===== config.mk =====
export PLATFORM = sky130hd
export DESIGN_NAME = serial_packet_framer_crc16
export DESIGN_NICKNAME = d
export VERILOG_FILES = /design/src/pkt_framer_pkg.sv /design/src/serial_packet_framer_crc16.sv
export SDC_FILE = /design/constraint.sdc
export NUM_CORES = 1
export LEC_CHECK = 0
export BUFFER_PORTS_ARGS = -buffer_cell sky130_fd_sc_hd__buf_2
export CORE_UTILIZATION = 42
export CTS_BUF_LIST = sky130_fd_sc_hd__clkbuf_2 sky130_fd_sc_hd__clkbuf_4 sky130_fd_sc_hd__clkbuf_8
export CTS_CLUSTER_SIZE = 10
export DETAILED_ROUTE_END_ITERATION = 8
export GPL_TIMING_DRIVEN = 0
export PLACE_DENSITY = 0.73
export SYNTH_ARGS = -nofsm -noshare
export SYNTH_HDL_FRONTEND = slang
export SYNTH_SLANG_ARGS = --single-unit
export TNS_END_PERCENT = 100

===== constraint.sdc =====
create_clock -name clk -period 3.7 [get_ports clk]
set_input_delay 0.37 -clock clk [delete_from_list [all_inputs] [get_ports clk]]
set_output_delay 0.37 -clock clk [all_outputs]
set_load 0.1 [all_outputs]

===== src/pkt_framer_pkg.sv =====
// shared constants, state type and crc step for the packet framer
package pkt_framer_pkg;
  // register byte offsets
  localparam logic [11:0] CTRL_OFS = 12'h000;
  localparam logic [11:0] STATUS_OFS = 12'h004;
  localparam logic [11:0] ERR_OFS = 12'h008;
  // control fields
  localparam int CTRL_FLOW_EN_BIT = 0;
  localparam int CTRL_PRIO_LSB = 1;
  localparam int CTRL_FLOW_BIT = 3;
  localparam logic [3:0] CTRL_RST = 4'h0;
  // status fields
  localparam int STAT_RX_SEQ_LSB = 0;
  localparam int STAT_TX_SEQ_LSB = 8;
  // sticky error bits
  localparam int ERR_CRC_BIT = 0;
  localparam int ERR_SEQ_BIT = 1;
  localparam int ERR_ALIGN_BIT = 2;
  localparam int ERR_OVERSIZE_BIT = 3;
  localparam logic [3:0] ERR_RST = 4'h0;
  // priority levels
  localparam logic [1:0] PRIO_LOWEST = 2'h0;
  localparam logic [1:0] PRIO_MEDIUM = 2'h1;
  localparam logic [1:0] PRIO_HIGH = 2'h2;
  localparam logic [1:0] PRIO_HIGHEST = 2'h3;
  // crc and framing
  localparam logic [15:0] CRC_INIT = 16'hFFFF;
  localparam logic [15:0] CRC_POLY = 16'h1021;
  localparam logic [15:0] CRC_FIRST_MASK = 16'h03FF;
  localparam logic [15:0] PAD_WORD = 16'h0000;
  localparam logic [4:0] SEQ_RST = 5'h00;
  localparam logic [7:0] EARLY_HW = 8'h28;
  localparam logic [7:0] MAX_CONTENT_HW = 8'h88;
  localparam logic [8:0] RX_EARLY_POS = 9'h029;

  typedef enum logic [2:0] {
    S_DATA = 3'b000,
    S_ECRC = 3'b001,
    S_FCRC = 3'b010,
    S_PAD = 3'b011,
    S_DROP = 3'b100
  } tx_state_e;

  // sixteen data bits, msb first, into the running check
  function automatic logic [15:0] crc16_step(input logic [15:0] crc, input logic [15:0] data);
    logic [15:0] c;
    logic fb;
    c = crc;
    for (int i = 15; i >= 0; i--) begin
      fb = c[15] ^ data[i];
      c = {c[14:0], 1'b0} ^ (fb ? CRC_POLY : 16'h0000);
    end
    return c;
  endfunction : crc16_step
endpackage : pkt_framer_pkg


===== src/serial_packet_framer_crc16.sv =====
// packet framer and checker with header, crc16, early crc and pad
`timescale 1ns/1ps
module serial_packet_framer_crc16
  import pkt_framer_pkg::*;
(
  // clock and reset
  input wire logic clk,
  input wire logic rst_n,
  // apb slave
  input wire logic psel,
  input wire logic penable,
  input wire logic pwrite,
  input wire logic [11:0] paddr,
  input wire logic [31:0] pwdata,
  output logic [31:0] prdata,
  output logic pready,
  output logic pslverr,
  // transmit content from upper layers
  input wire logic tx_in_valid,
  input wire logic [15:0] tx_in_data,
  input wire logic tx_in_last,
  output logic tx_in_ready,
  // transmit framed stream to coding sublayer
  output logic tx_out_valid,
  output logic [15:0] tx_out_data,
  output logic tx_out_last,
  input wire logic tx_out_ready,
  // receive framed stream from coding sublayer
  input wire logic rx_in_valid,
  input wire logic [15:0] rx_in_data,
  input wire logic rx_in_last,
  // receive stream and header towards upper layers
  output logic rx_out_valid,
  output logic [15:0] rx_out_data,
  output logic rx_out_last,
  output logic [4:0] rx_seq,
  output logic [1:0] rx_prio,
  output logic rx_critical_flow_bit,
  output logic rx_early_ok,
  output logic rx_crc_err,
  output logic rx_seq_err,
  output logic rx_align_err
);

  // ---------------- registers over apb ----------------
  logic [3:0] ctrl_reg;
  logic [3:0] err_reg;
  logic [3:0] err_next;
  logic [3:0] err_set;
  logic [31:0] prdata_next;
  logic [4:0] tx_seq_reg;
  logic [4:0] exp_seq_reg;

  wire sel_ctrl = (paddr == CTRL_OFS);
  wire sel_stat = (paddr == STATUS_OFS);
  wire sel_err = (paddr == ERR_OFS);
  wire mapped = sel_ctrl | sel_stat | sel_err;
  wire apb_setup = psel & ~penable;
  wire apb_wr = psel & penable & pwrite;
  wire flow_en = ctrl_reg[CTRL_FLOW_EN_BIT];
  wire [1:0] cfg_prio = ctrl_reg[CTRL_PRIO_LSB +: 2];
  // bit forced to zero when unsupported
  wire flow_eff = flow_en & ctrl_reg[CTRL_FLOW_BIT];
  wire [3:0] err_clr = (apb_wr & sel_err) ? pwdata[3:0] : 4'h0;

  assign prdata_next = sel_ctrl ? {28'h0000000, ctrl_reg} :
                       sel_stat ? {19'h00000, tx_seq_reg, 3'h0, exp_seq_reg} :
                       sel_err ? {28'h0000000, err_reg} : 32'h00000000;
  // set wins over a clear in the same cycle
  assign err_next = (err_reg & ~err_clr) | err_set;

  always_ff @(posedge clk or negedge rst_n) begin
    if (!rst_n) begin
      ctrl_reg <= CTRL_RST;
      err_reg <= ERR_RST;
      prdata <= 32'h00000000;
      pready <= 1'b0;
      pslverr <= 1'b0;
    end else begin
      if (apb_wr && sel_ctrl) begin
        ctrl_reg <= pwdata[3:0];
      end
      err_reg <= err_next;
      pready <= apb_setup;
      pslverr <= apb_setup & ~mapped;
      if (apb_setup) begin
        prdata <= prdata_next;
      end
    end
  end

  // ---------------- transmit framer ----------------
  tx_state_e tx_state_reg, tx_state_next;
  logic [7:0] tx_cnt_reg, tx_cnt_next;
  logic [15:0] tx_crc_reg, tx_crc_next;
  logic tx_first_reg, tx_first_next;
  logic tx_par_reg, tx_par_next;
  logic [4:0] tx_seq_next;
  logic load;
  logic [15:0] word;
  logic word_last;
  logic oversize;
  logic out_valid_next;
  logic out_first_reg;

  wire slot_free = ~tx_out_valid | tx_out_ready;
  wire take = tx_in_ready & tx_in_valid;
  wire [7:0] cnt_inc = tx_cnt_reg + 8'h01;
  // identifier, reserved pair, flow bit, priority
  wire [15:0] hdr_word = {tx_seq_reg, 2'b00, flow_eff, cfg_prio, tx_in_data[5:0]};
  // identifier and adjacent reserved bit fed as zero
  wire [15:0] first_feed = hdr_word & CRC_FIRST_MASK;

  always_comb begin
    tx_state_next = tx_state_reg;
    tx_cnt_next = tx_cnt_reg;
    tx_crc_next = tx_crc_reg;
    tx_first_next = tx_first_reg;
    tx_par_next = tx_par_reg;
    tx_seq_next = tx_seq_reg;
    load = 1'b0;
    word = PAD_WORD;
    word_last = 1'b0;
    oversize = 1'b0;
    case (tx_state_reg)
      S_DATA: begin
        if (take) begin
          load = 1'b1;
          tx_cnt_next = tx_first_reg ? 8'h01 : cnt_inc;
          if (tx_first_reg) begin
            word = hdr_word;
            tx_crc_next = crc16_step(CRC_INIT, first_feed);
            tx_seq_next = tx_seq_reg + 5'h01;
          end else begin
            word = tx_in_data;
            tx_crc_next = crc16_step(tx_crc_reg, tx_in_data);
          end
          tx_first_next = 1'b0;
          if (tx_in_last) begin
            // final crc right after last field
            tx_state_next = S_FCRC;
          end else if (tx_cnt_next == MAX_CONTENT_HW) begin
            // cut off at the size limit
            oversize = 1'b1;
            tx_state_next = S_DROP;
          end else if (tx_cnt_next == EARLY_HW) begin
            tx_state_next = S_ECRC;
          end
        end
      end
      S_ECRC: begin
        if (slot_free) begin
          load = 1'b1;
          word = tx_crc_reg;
          // early crc joins the running check
          tx_crc_next = crc16_step(tx_crc_reg, tx_crc_reg);
          tx_state_next = S_DATA;
        end
      end
      S_FCRC: begin
        if (slot_free) begin
          load = 1'b1;
          word = tx_crc_reg;
          word_last = tx_par_reg;
          tx_first_next = tx_par_reg;
          // pad when even count of halfwords ahead of the crc
          tx_state_next = tx_par_reg ? S_DATA : S_PAD;
        end
      end
      S_PAD: begin
        if (slot_free) begin
          load = 1'b1;
          word = PAD_WORD;
          word_last = 1'b1;
          tx_first_next = 1'b1;
          tx_state_next = S_DATA;
        end
      end
      S_DROP: begin
        if (take && tx_in_last) begin
          tx_state_next = S_FCRC;
        end
      end
      default: begin
        tx_state_next = S_DATA;
      end
    endcase
    if (load) begin
      tx_par_next = word_last ? 1'b0 : ~tx_par_reg;
    end
  end

  assign out_valid_next = load | (tx_out_valid & ~tx_out_ready);
  // ready is registered, so content moves at most every other cycle, except in S_DROP, where it can be taken every cycle
  always_ff @(posedge clk or negedge rst_n) begin
    if (!rst_n) begin
      tx_state_reg <= S_DATA;
      tx_cnt_reg <= 8'h00;
      tx_crc_reg <= CRC_INIT;
      tx_first_reg <= 1'b1;
      tx_par_reg <= 1'b0;
      tx_seq_reg <= SEQ_RST;
      tx_out_valid <= 1'b0;
      tx_out_data <= PAD_WORD;
      tx_out_last <= 1'b0;
      out_first_reg <= 1'b0;
      tx_in_ready <= 1'b0;
    end else begin
      tx_state_reg <= tx_state_next;
      tx_cnt_reg <= tx_cnt_next;
      tx_crc_reg <= tx_crc_next;
      tx_first_reg <= tx_first_next;
      tx_par_reg <= tx_par_next;
      tx_seq_reg <= tx_seq_next;
      tx_out_valid <= out_valid_next;
      tx_in_ready <= ((tx_state_next == S_DATA) | (tx_state_next == S_DROP)) & ~out_valid_next;
      if (load) begin
        tx_out_data <= word;
        tx_out_last <= word_last;
        out_first_reg <= tx_first_reg & (tx_state_reg == S_DATA);
      end
    end
  end

  // ---------------- receive checker ----------------
  logic [8:0] rx_cnt_reg;
  logic [15:0] rx_crc_reg;
  logic rx_first_reg;
  logic rx_seq_ok_reg;
  logic rx_crc_next_err;
  logic rx_seq_next;
  logic rx_align_next;

  wire [8:0] rx_cnt_next = rx_first_reg ? 9'h001 : rx_cnt_reg + 9'h001;
  wire [15:0] rx_feed = rx_first_reg ? (rx_in_data & CRC_FIRST_MASK) : rx_in_data;
  wire [15:0] rx_crc_upd = crc16_step(rx_first_reg ? CRC_INIT : rx_crc_reg, rx_feed);
  wire rx_at_early = rx_in_valid & ~rx_in_last & (rx_cnt_next == RX_EARLY_POS);
  wire rx_at_end = rx_in_valid & rx_in_last;
  wire rx_seq_bad = rx_in_valid & rx_first_reg & (rx_in_data[15:11] != exp_seq_reg);
  // either check failing flags an error
  assign rx_crc_next_err = (rx_at_early | rx_at_end) & (rx_crc_upd != 16'h0000);
  assign rx_seq_next = rx_seq_bad;
  // frame must end on a 32-bit boundary
  assign rx_align_next = rx_at_end & rx_cnt_next[0];
  assign err_set = {oversize, rx_align_next, rx_seq_next, rx_crc_next_err};
  always_ff @(posedge clk or negedge rst_n) begin
    if (!rst_n) begin
      rx_cnt_reg <= 9'h000;
      rx_crc_reg <= CRC_INIT;
      rx_first_reg <= 1'b1;
      rx_seq_ok_reg <= 1'b0;
      exp_seq_reg <= SEQ_RST;
      rx_out_valid <= 1'b0;
      rx_out_data <= 16'h0000;
      rx_out_last <= 1'b0;
      rx_seq <= SEQ_RST;
      rx_prio <= PRIO_LOWEST;
      rx_critical_flow_bit <= 1'b0;
      rx_early_ok <= 1'b0;
      rx_crc_err <= 1'b0;
      rx_seq_err <= 1'b0;
      rx_align_err <= 1'b0;
    end else begin
      rx_out_valid <= rx_in_valid;
      rx_early_ok <= 1'b0;
      rx_crc_err <= rx_crc_next_err;
      rx_seq_err <= rx_seq_next;
      rx_align_err <= rx_align_next;
      if (rx_in_valid) begin
        rx_out_data <= rx_in_data;
        rx_out_last <= rx_in_last;
        rx_cnt_reg <= rx_cnt_next;
        rx_crc_reg <= rx_crc_upd;
        rx_first_reg <= rx_in_last;
        if (rx_first_reg) begin
          rx_seq <= rx_in_data[15:11];
          rx_prio <= rx_in_data[7:6];
          rx_critical_flow_bit <= rx_in_data[8] & flow_en;
          rx_seq_ok_reg <= ~rx_seq_bad;
        end
        // header confirmed before the packet ends
        rx_early_ok <= rx_at_early & (rx_crc_upd == 16'h0000);
        if (rx_at_end && (rx_crc_upd == 16'h0000) && (rx_seq_ok_reg | (rx_first_reg & ~rx_seq_bad))) begin
          exp_seq_reg <= exp_seq_reg + 5'h01;
        end
      end
    end
  end
endmodule : serial_packet_framer_crc16


==> results of run 1 <==
[logic make-up (layout without fill, tap and decap cells)]
group	Yosys count	after routing
DFF	135	135
AOI/OAI and AO/OA	176	176
other	1	23
xor gates and xnor gates	128	128
adders and majority gates	4	4
and+or+nand+nor	221	221
muxes	53	53
buffers and inverters	98	241
[cell type report]
class	count	share of cell area, %
Multi-Input combinational cell	604	45.0
Sequential cell	135	35.8
Timing Repair Buffer	111	6.17
Buffer	68	3.68
Tap cell	260	3.40
Clock buffer	21	2.96
Clock inverter	11	1.78
Inverter	30	1.18
Antenna cell	1	0.0262
[repair_timing]
| item | CTS | global route |
|---|---|---|
| endpoints found under the setup margin | 0 | 1 |
| hold buffers | 1 | 0 |
| endpoints found under the hold margin | 27 | 0 |
| gates resized for setup | 0 | 1 |
| setup buffers | 0 | 0 |
[layout by cell type (no fill, tap or decap), drive strengths merged, types with 36 or more instances in the layout]
master | netlist | layout
dfrtp | 101 | 101
nor2 | 56 | 56
mux2 | 36 | 36
buf | 32 | 142
o21ai | 51 | 51
clkbuf | 36 | 57
xnor2 | 73 | 73
xor2 | 43 | 43
a21oi | 42 | 42
nand2 | 76 | 76
[routing by layer]
metal / track usage (%) / vias up / part of all wire (%)
met5: 0 / - / 0
li1: - / 3138 / -
met2: 34.7 / 198 / 48
met1: 28.1 / 3180 / 45
met3: 4.42 / 28 / 5.1
met4: 6.81 / 0 / 1.5
[worst paths after layout]
path / from / end / cells past startpoint
setup / recovery: rx_first_reg / exp_seq_reg[1] / 9
hold / removal: rx_in_valid / rx_out_valid / 1
setup reg to reg: rx_first_reg / exp_seq_reg[1] / 9
hold reg to reg: tx_crc_reg[9] / tx_crc_reg[9] / 2
max in group asynchronous: rst_n / rx_crc_reg[5] / 3
min in group asynchronous: rst_n / pready / 2
[worst max-delay path, delay by kind of cell (launching register included)]
family                    cells  cell delay (ns)
AOI/OAI and AO/OA             2             0.25
xor gates and xnor gates      2             0.92
buffers and inverters         1             0.34
DFF                           1             0.53
muxes                         2             0.57
and+or+nand+nor               2             0.72
[metrics by stage]
step                      area, um^2  util [%]  std cells  hold WS, ns  setup WS, ns
final                           9560      50.8       1241       0.0820         0.269
after detailed placement        9090      48.3       1207        0.300         0.259
after global routing            9550      50.7       1240       0.0768        0.0824
after CTS                       9550      50.7       1240       0.0541         0.225
after global placement          9050      48.1       1206        0.458         0.266
after floorplan                 8180         -        837       0.0744         0.624
[report_power, final]
part	leakage [nW]	switching, W	internal (W)
Combinational	2.44	0.00355	0.00209
Sequential	1.62	0.000362	0.00203
Clock	0.222	0.000607	0.000796
Total	4.28	0.00452	0.00492
==> summary.txt, run 1 <==
Clock network
  • Clock insertion delay at the later pin of the skew report: 0.46 ns
  • Maximum clock path buffer count: 2
  • Total number of clock tree sinks: 135
  • TritonCTS clock tree: yes
  • CTS Buf Count: 17
  • Clock slew at reported path FFs: 0.08 ns
  • CTS H-tree lvls: 4
  • CTS Root Cell: clkbuf_8

Floorplanning
  • IO Pins: 169
  • Number of placement rows: 50
  • Placeable core region: 0.0188 mm^2
  • Die boundary height: 141 um
  • Effective utilization at floorplan: 43.0%
  • Die area: 0.0199 mm^2
  • Die Span X: 141 um

Yosys
  • Share of the synthesized area in compound gates (AO/OA/AOI/OAI): 14.8%
  • Sequential area share after synthesis: 42.2%
  • Most common cell in the synthesized netlist: dfrtp_1
  • Area share of fa/ha/maj cells after synthesis: 0.617%
  • Largest area contributor in the netlist: dfrtp_1
  • Most area-consuming cells after synthesis: dfrtp_1 (31%), dfstp_2 (11%), xnor2_1 (7.6%), mux2_2 (4.9%), xor2_1 (4.6%)
  • Mapped Cells: 816
  • Area fraction in and, or, nand and nor cells after synthesis: 13.1%
  • Share of the synthesized netlist area taken by xor and xnor gates: 16.4%
  • Number of library cell types mapped by synthesis: 76
  • Post-synth top flop: dfrtp_1
  • Total standard cell area after synthesis: 0.00811 mm^2
  • Mux cell area share after synthesis: 7.15%
  • Post-synthesis async set-or-reset flop share: 100%
  • Most frequent cells after synthesis: dfrtp_1 (101), nand2_1 (76), xnor2_1 (70), nor2_1 (56), o21ai_0 (50)
  • Average cell area after synthesis: 9.93 um^2
  • Share of the synthesized area in the top cell type: 31.2%
  • Post-synthesis register bit count: 135
  • Yosys warning count: 0
  • Main combinational cell family by area after synthesis: XOR/XNOR gates
  • Number of enable-type register cells in the synthesized netlist: 0

Global route
  • Wire length of the first global-routing pass: 32600 um
  • Global-route usage over all layers: 21.2%
  • Maximum number of pins on one net before global-route repair: 99
  • Via count of the first global-routing pass: 6244
  • Congestion Overflow GR: 0
  • Initial antenna violation count: 0

Timing
  • Final Slew Violations: 0
  • Final count of hold timing violations: 0
  • Skew final: 0.0110 ns
  • RSZ-0062 raised after global routing: no
  • Minimum period implied by the final worst setup slack: 3.43 ns
  • Slew at the pin closest to its max-slew limit: 1.11 ns
  • Number of failing setup endpoints in the final timing report: 0
  • Setup_tns: 0 ns
  • Post-route clock period utilization: 92.7%
  • Worst slew slack as a fraction of its limit: 25.9%
  • Highest attainable clock frequency: 0.291 GHz

Worst setup path
  • Element type at the critical path end: register
  • Delay of the slowest cell on the worst path: 0.60 ns
  • Worst path most repeated cell: xor2_1
  • Startpoint-to-endpoint class of the critical path: register to register
  • Setup crit start kind: register
  • Crit-path cells: clkbuf_1 > nor2_1 > xor2_1 > xor2_1 > mux2i_1 > a311oi_1 > nor4_4 > o211ai_4 > mux2_4
  • Data required time of the worst path: 4.05 ns
  • Worst-path cell with the longest stage delay: xor2_1
  • Reg-to-reg slack, setup: 0.27 ns
  • Maximum fanout along the worst path: 10
  • Critical path data arrival time: 3.78 ns

Finish
  • Register area: 0.00342 mm^2
  • Number of inserted filler cells in the final layout: 1724
  • Share of post-route cells with drive strength above 1: 26.2%
  • Relative area change from synthesis to final layout: 17.9%
  • Multi-input logic area: 0.00430 mm^2
  • Total Nets Final: 1057

Routing
  • First-pass iteration count of the detailed router: 5
  • Wire length reported by the detailed router: 20200 um
  • Routed length per placed instance: 16.3 um
  • Vias per Instance: 5.27
  • Total via count in the routed design: 6544
  • DRC violations left: 0
  • Post-route ant nets: 0
  • Count of routing violations after the opening detailed-route iteration: 462

Job
  • Reported max-cap violation count: 0

Placed design
  • Final GP Congestion: 0.888
  • Hpwl dp: 14800 um
  • Port Buffer Count: 109

Outcome
  • Outcome: completed

Power and ir drop
  • Pwr Total: 0.00944 W
  • Cell area power density: 988 mW/mm^2
  • Worst ir drop on vdd: 0.433 mV
  • Static leakage: 4.28 nW

Hold path
  • Worst hold-check path type: primary input to register
Note: power is estimated with default switching activity, not from simulation.
==> inputs of run 2 (changes only) <==
--- a/config.mk
+++ b/config.mk
@@ -6,6 +6,7 @@
 export NUM_CORES = 1
 export LEC_CHECK = 0
 export BUFFER_PORTS_ARGS = -buffer_cell sky130_fd_sc_hd__buf_2
+export CORE_MARGIN = 4
 export CORE_UTILIZATION = 42
 export CTS_BUF_LIST = sky130_fd_sc_hd__clkbuf_2 sky130_fd_sc_hd__clkbuf_4 sky130_fd_sc_hd__clkbuf_8
 export CTS_CLUSTER_SIZE = 10
==> summary.txt, run 2 (synthesis results as in run 1) <==
Outcome
  • Outcome: completed

Finish
  • Most frequent cells in the layout: buf_2 (110), dfrtp_1 (101), nand2_1 (75)
  • Relative area change from synthesis to final layout: 17.4%
  • Final std cells w/o fill: 1240
  • Most frequent standard cell in the layout excluding fill and tap cells: buf_2
  • # diodes: 0
  • Layout Cell Area excl Fill: 0.00951 mm^2
  • Share of post-route cells with drive strength above 1: 26.2%
  • Number of inserted filler cells in the final layout: 1751
  • Core Util, Final: 50.5%
  • Total Nets Final: 1057

Floorplanning
  • Die Span X: 147 um
  • Number of placement rows: 50
  • IO Pins: 169
  • Die area: 0.0216 mm^2
  • Effective utilization at floorplan: 43.0%
  • Die boundary height: 147 um
  • Placeable core region: 0.0188 mm^2

Worst setup path
  • Data required time of the worst path: 4.04 ns
  • Element type at the critical path end: register
  • Setup crit start kind: register
  • Launching instance or port of the critical path: rx_first_reg
  • Critical path data arrival time: 3.76 ns
  • Reg-to-reg slack, setup: 0.27 ns
  • Startpoint-to-endpoint class of the critical path: register to register
  • Origin of the critical flop-to-flop path: rx_first_reg
  • Maximum fanout along the worst path: 10
  • Worst-case reg-to-reg path depth: 9

Placed design
  • Post-DP Area: 0.00909 mm^2
  • Number of placed instances, taps included: 1207
  • Hpwl dp: 15100 um
  • Port Buffer Count: 109
  • Final GP Congestion: 0.884

Timing
  • RSZ-0062 raised after global routing: no
  • Setup_tns: 0 ns
  • Post-route clock period utilization: 92.6%
  • Tightest hold margin: 0.0981 ns
  • Worst slew slack as a fraction of its limit: 29.2%
  • Minimum period implied by the final worst setup slack: 3.43 ns
  • Skew final: 0.0164 ns
  • Final Slew Violations: 0
  • Number of failing setup endpoints in the final timing report: 0
  • Final count of hold timing violations: 0
  • Slew at the pin closest to its max-slew limit: 1.06 ns
  • Highest attainable clock frequency: 0.292 GHz

Power and ir drop
  • Worst ir drop on vdd: 0.507 mV
  • Static leakage: 4.27 nW
  • Cell area power density: 981 mW/mm^2

Routing
  • Wire length reported by the detailed router: 20700 um
  • Routed length per placed instance: 16.7 um
  • First-pass iteration count of the detailed router: 8
  • Vias per Instance: 5.27
  • DRC violations left: 0
  • Count of routing violations after the opening detailed-route iteration: 399
  • Total via count in the routed design: 6529
  • Post-route ant nets: 0

Global route
  • Via count of the first global-routing pass: 6446
  • Maximum number of pins on one net before global-route repair: 99
  • Wire length of the first global-routing pass: 33500 um
  • Congestion Overflow GR: 0
  • Initial antenna violation count: 0
  • Global-route usage over all layers: 19.3%

Clock network
  • TritonCTS clock tree: yes
  • CTS H-tree lvls: 4
  • CTS Buf Count: 17
  • Total number of clock tree sinks: 135
  • Clock slew at reported path FFs: 0.08 ns
  • Clock insertion delay at the later pin of the skew report: 0.46 ns
  • CTS Root Cell: clkbuf_8
  • Maximum clock path buffer count: 2
  • Postcts setup bufs: 0

Hold path
  • Number of cells traversed by the worst hold path: 1
  • Worst hold-check path type: primary input to register
  • Launch instance of the worst min-delay path: rx_in_valid

Job
  • Reported max-cap violation count: 0
[run 2: cell types whose count changed in the layout (fill, tap and decap cells not counted)]
cell        previous run  this run
clkinv_2               2         1
clkbuf_8              20        19
bufinv_16              4         2
diode_2                1         0
clkinv_4               1         3
inv_6                  1         4
clkinvlp_4             3         2
[run 2: worst max-delay path, cell delays in order (launching register included)]
cell and delay, ns:
dfstp_2 0.53, clkbuf_1 0.33, nor2_1 0.15, xor2_1 0.63
xor2_1 0.34, mux2i_1 0.23, a311oi_1 0.09, nor4_4 0.54
o211ai_4 0.14, mux2_4 0.32
[run 2: stage by stage]
stage / setup slack [ns] / power, W
global route: 0.0403 / 0.00990
global placement: 0.295 / 0.00787
CTS: 0.270 / 0.00930
detailed placement: 0.284 / 0.00800
floorplan: 0.624 / 0.00694
finish: 0.274 / 0.00933
[run 2: path summary, 6_finish.rpt]
check                                  to
max in group asynchronous   rx_crc_reg[5]
min in group asynchronous         pslverr
hold reg to reg             tx_crc_reg[4]
hold / removal               rx_out_valid
setup reg to reg           exp_seq_reg[1]
setup / recovery           exp_seq_reg[1]
[run 2: layout make-up]
cell class	instances	area, um^2	area share [%]
buffer	68	352	3.70
clock buffer	20	269	2.83
clock inverter	12	141	1.49
inverter	30	113	1.18
multi-input combinational	604	4300	45.2
sequential	135	3420	36.0
tap	260	325	3.42
timing repair buffer	111	589	6.20
[run 2: metal layers]
layer,routed length (um),vias to the layer above,track usage [%]
met1,9160,3151,25.6
met5,0,-,0
li1,-,3129,-
met3,1150,36,4.19
met4,470,0,6.99
met2,9890,213,31.3
[run 2: timing repair]
item	in CTS	in global routing
hold endpoints to repair	26	0
endpoints found under the setup margin	0	1
hold buffers	1	0
gates resized for setup	0	1
[run 2: where the power goes]
| part | switching [W] | internal, W |
|---|---|---|
| Combinational | 0.00357 | 0.00209 |
| Clock | 0.000623 | 0.000652 |
| Sequential | 0.000365 | 0.00203 |
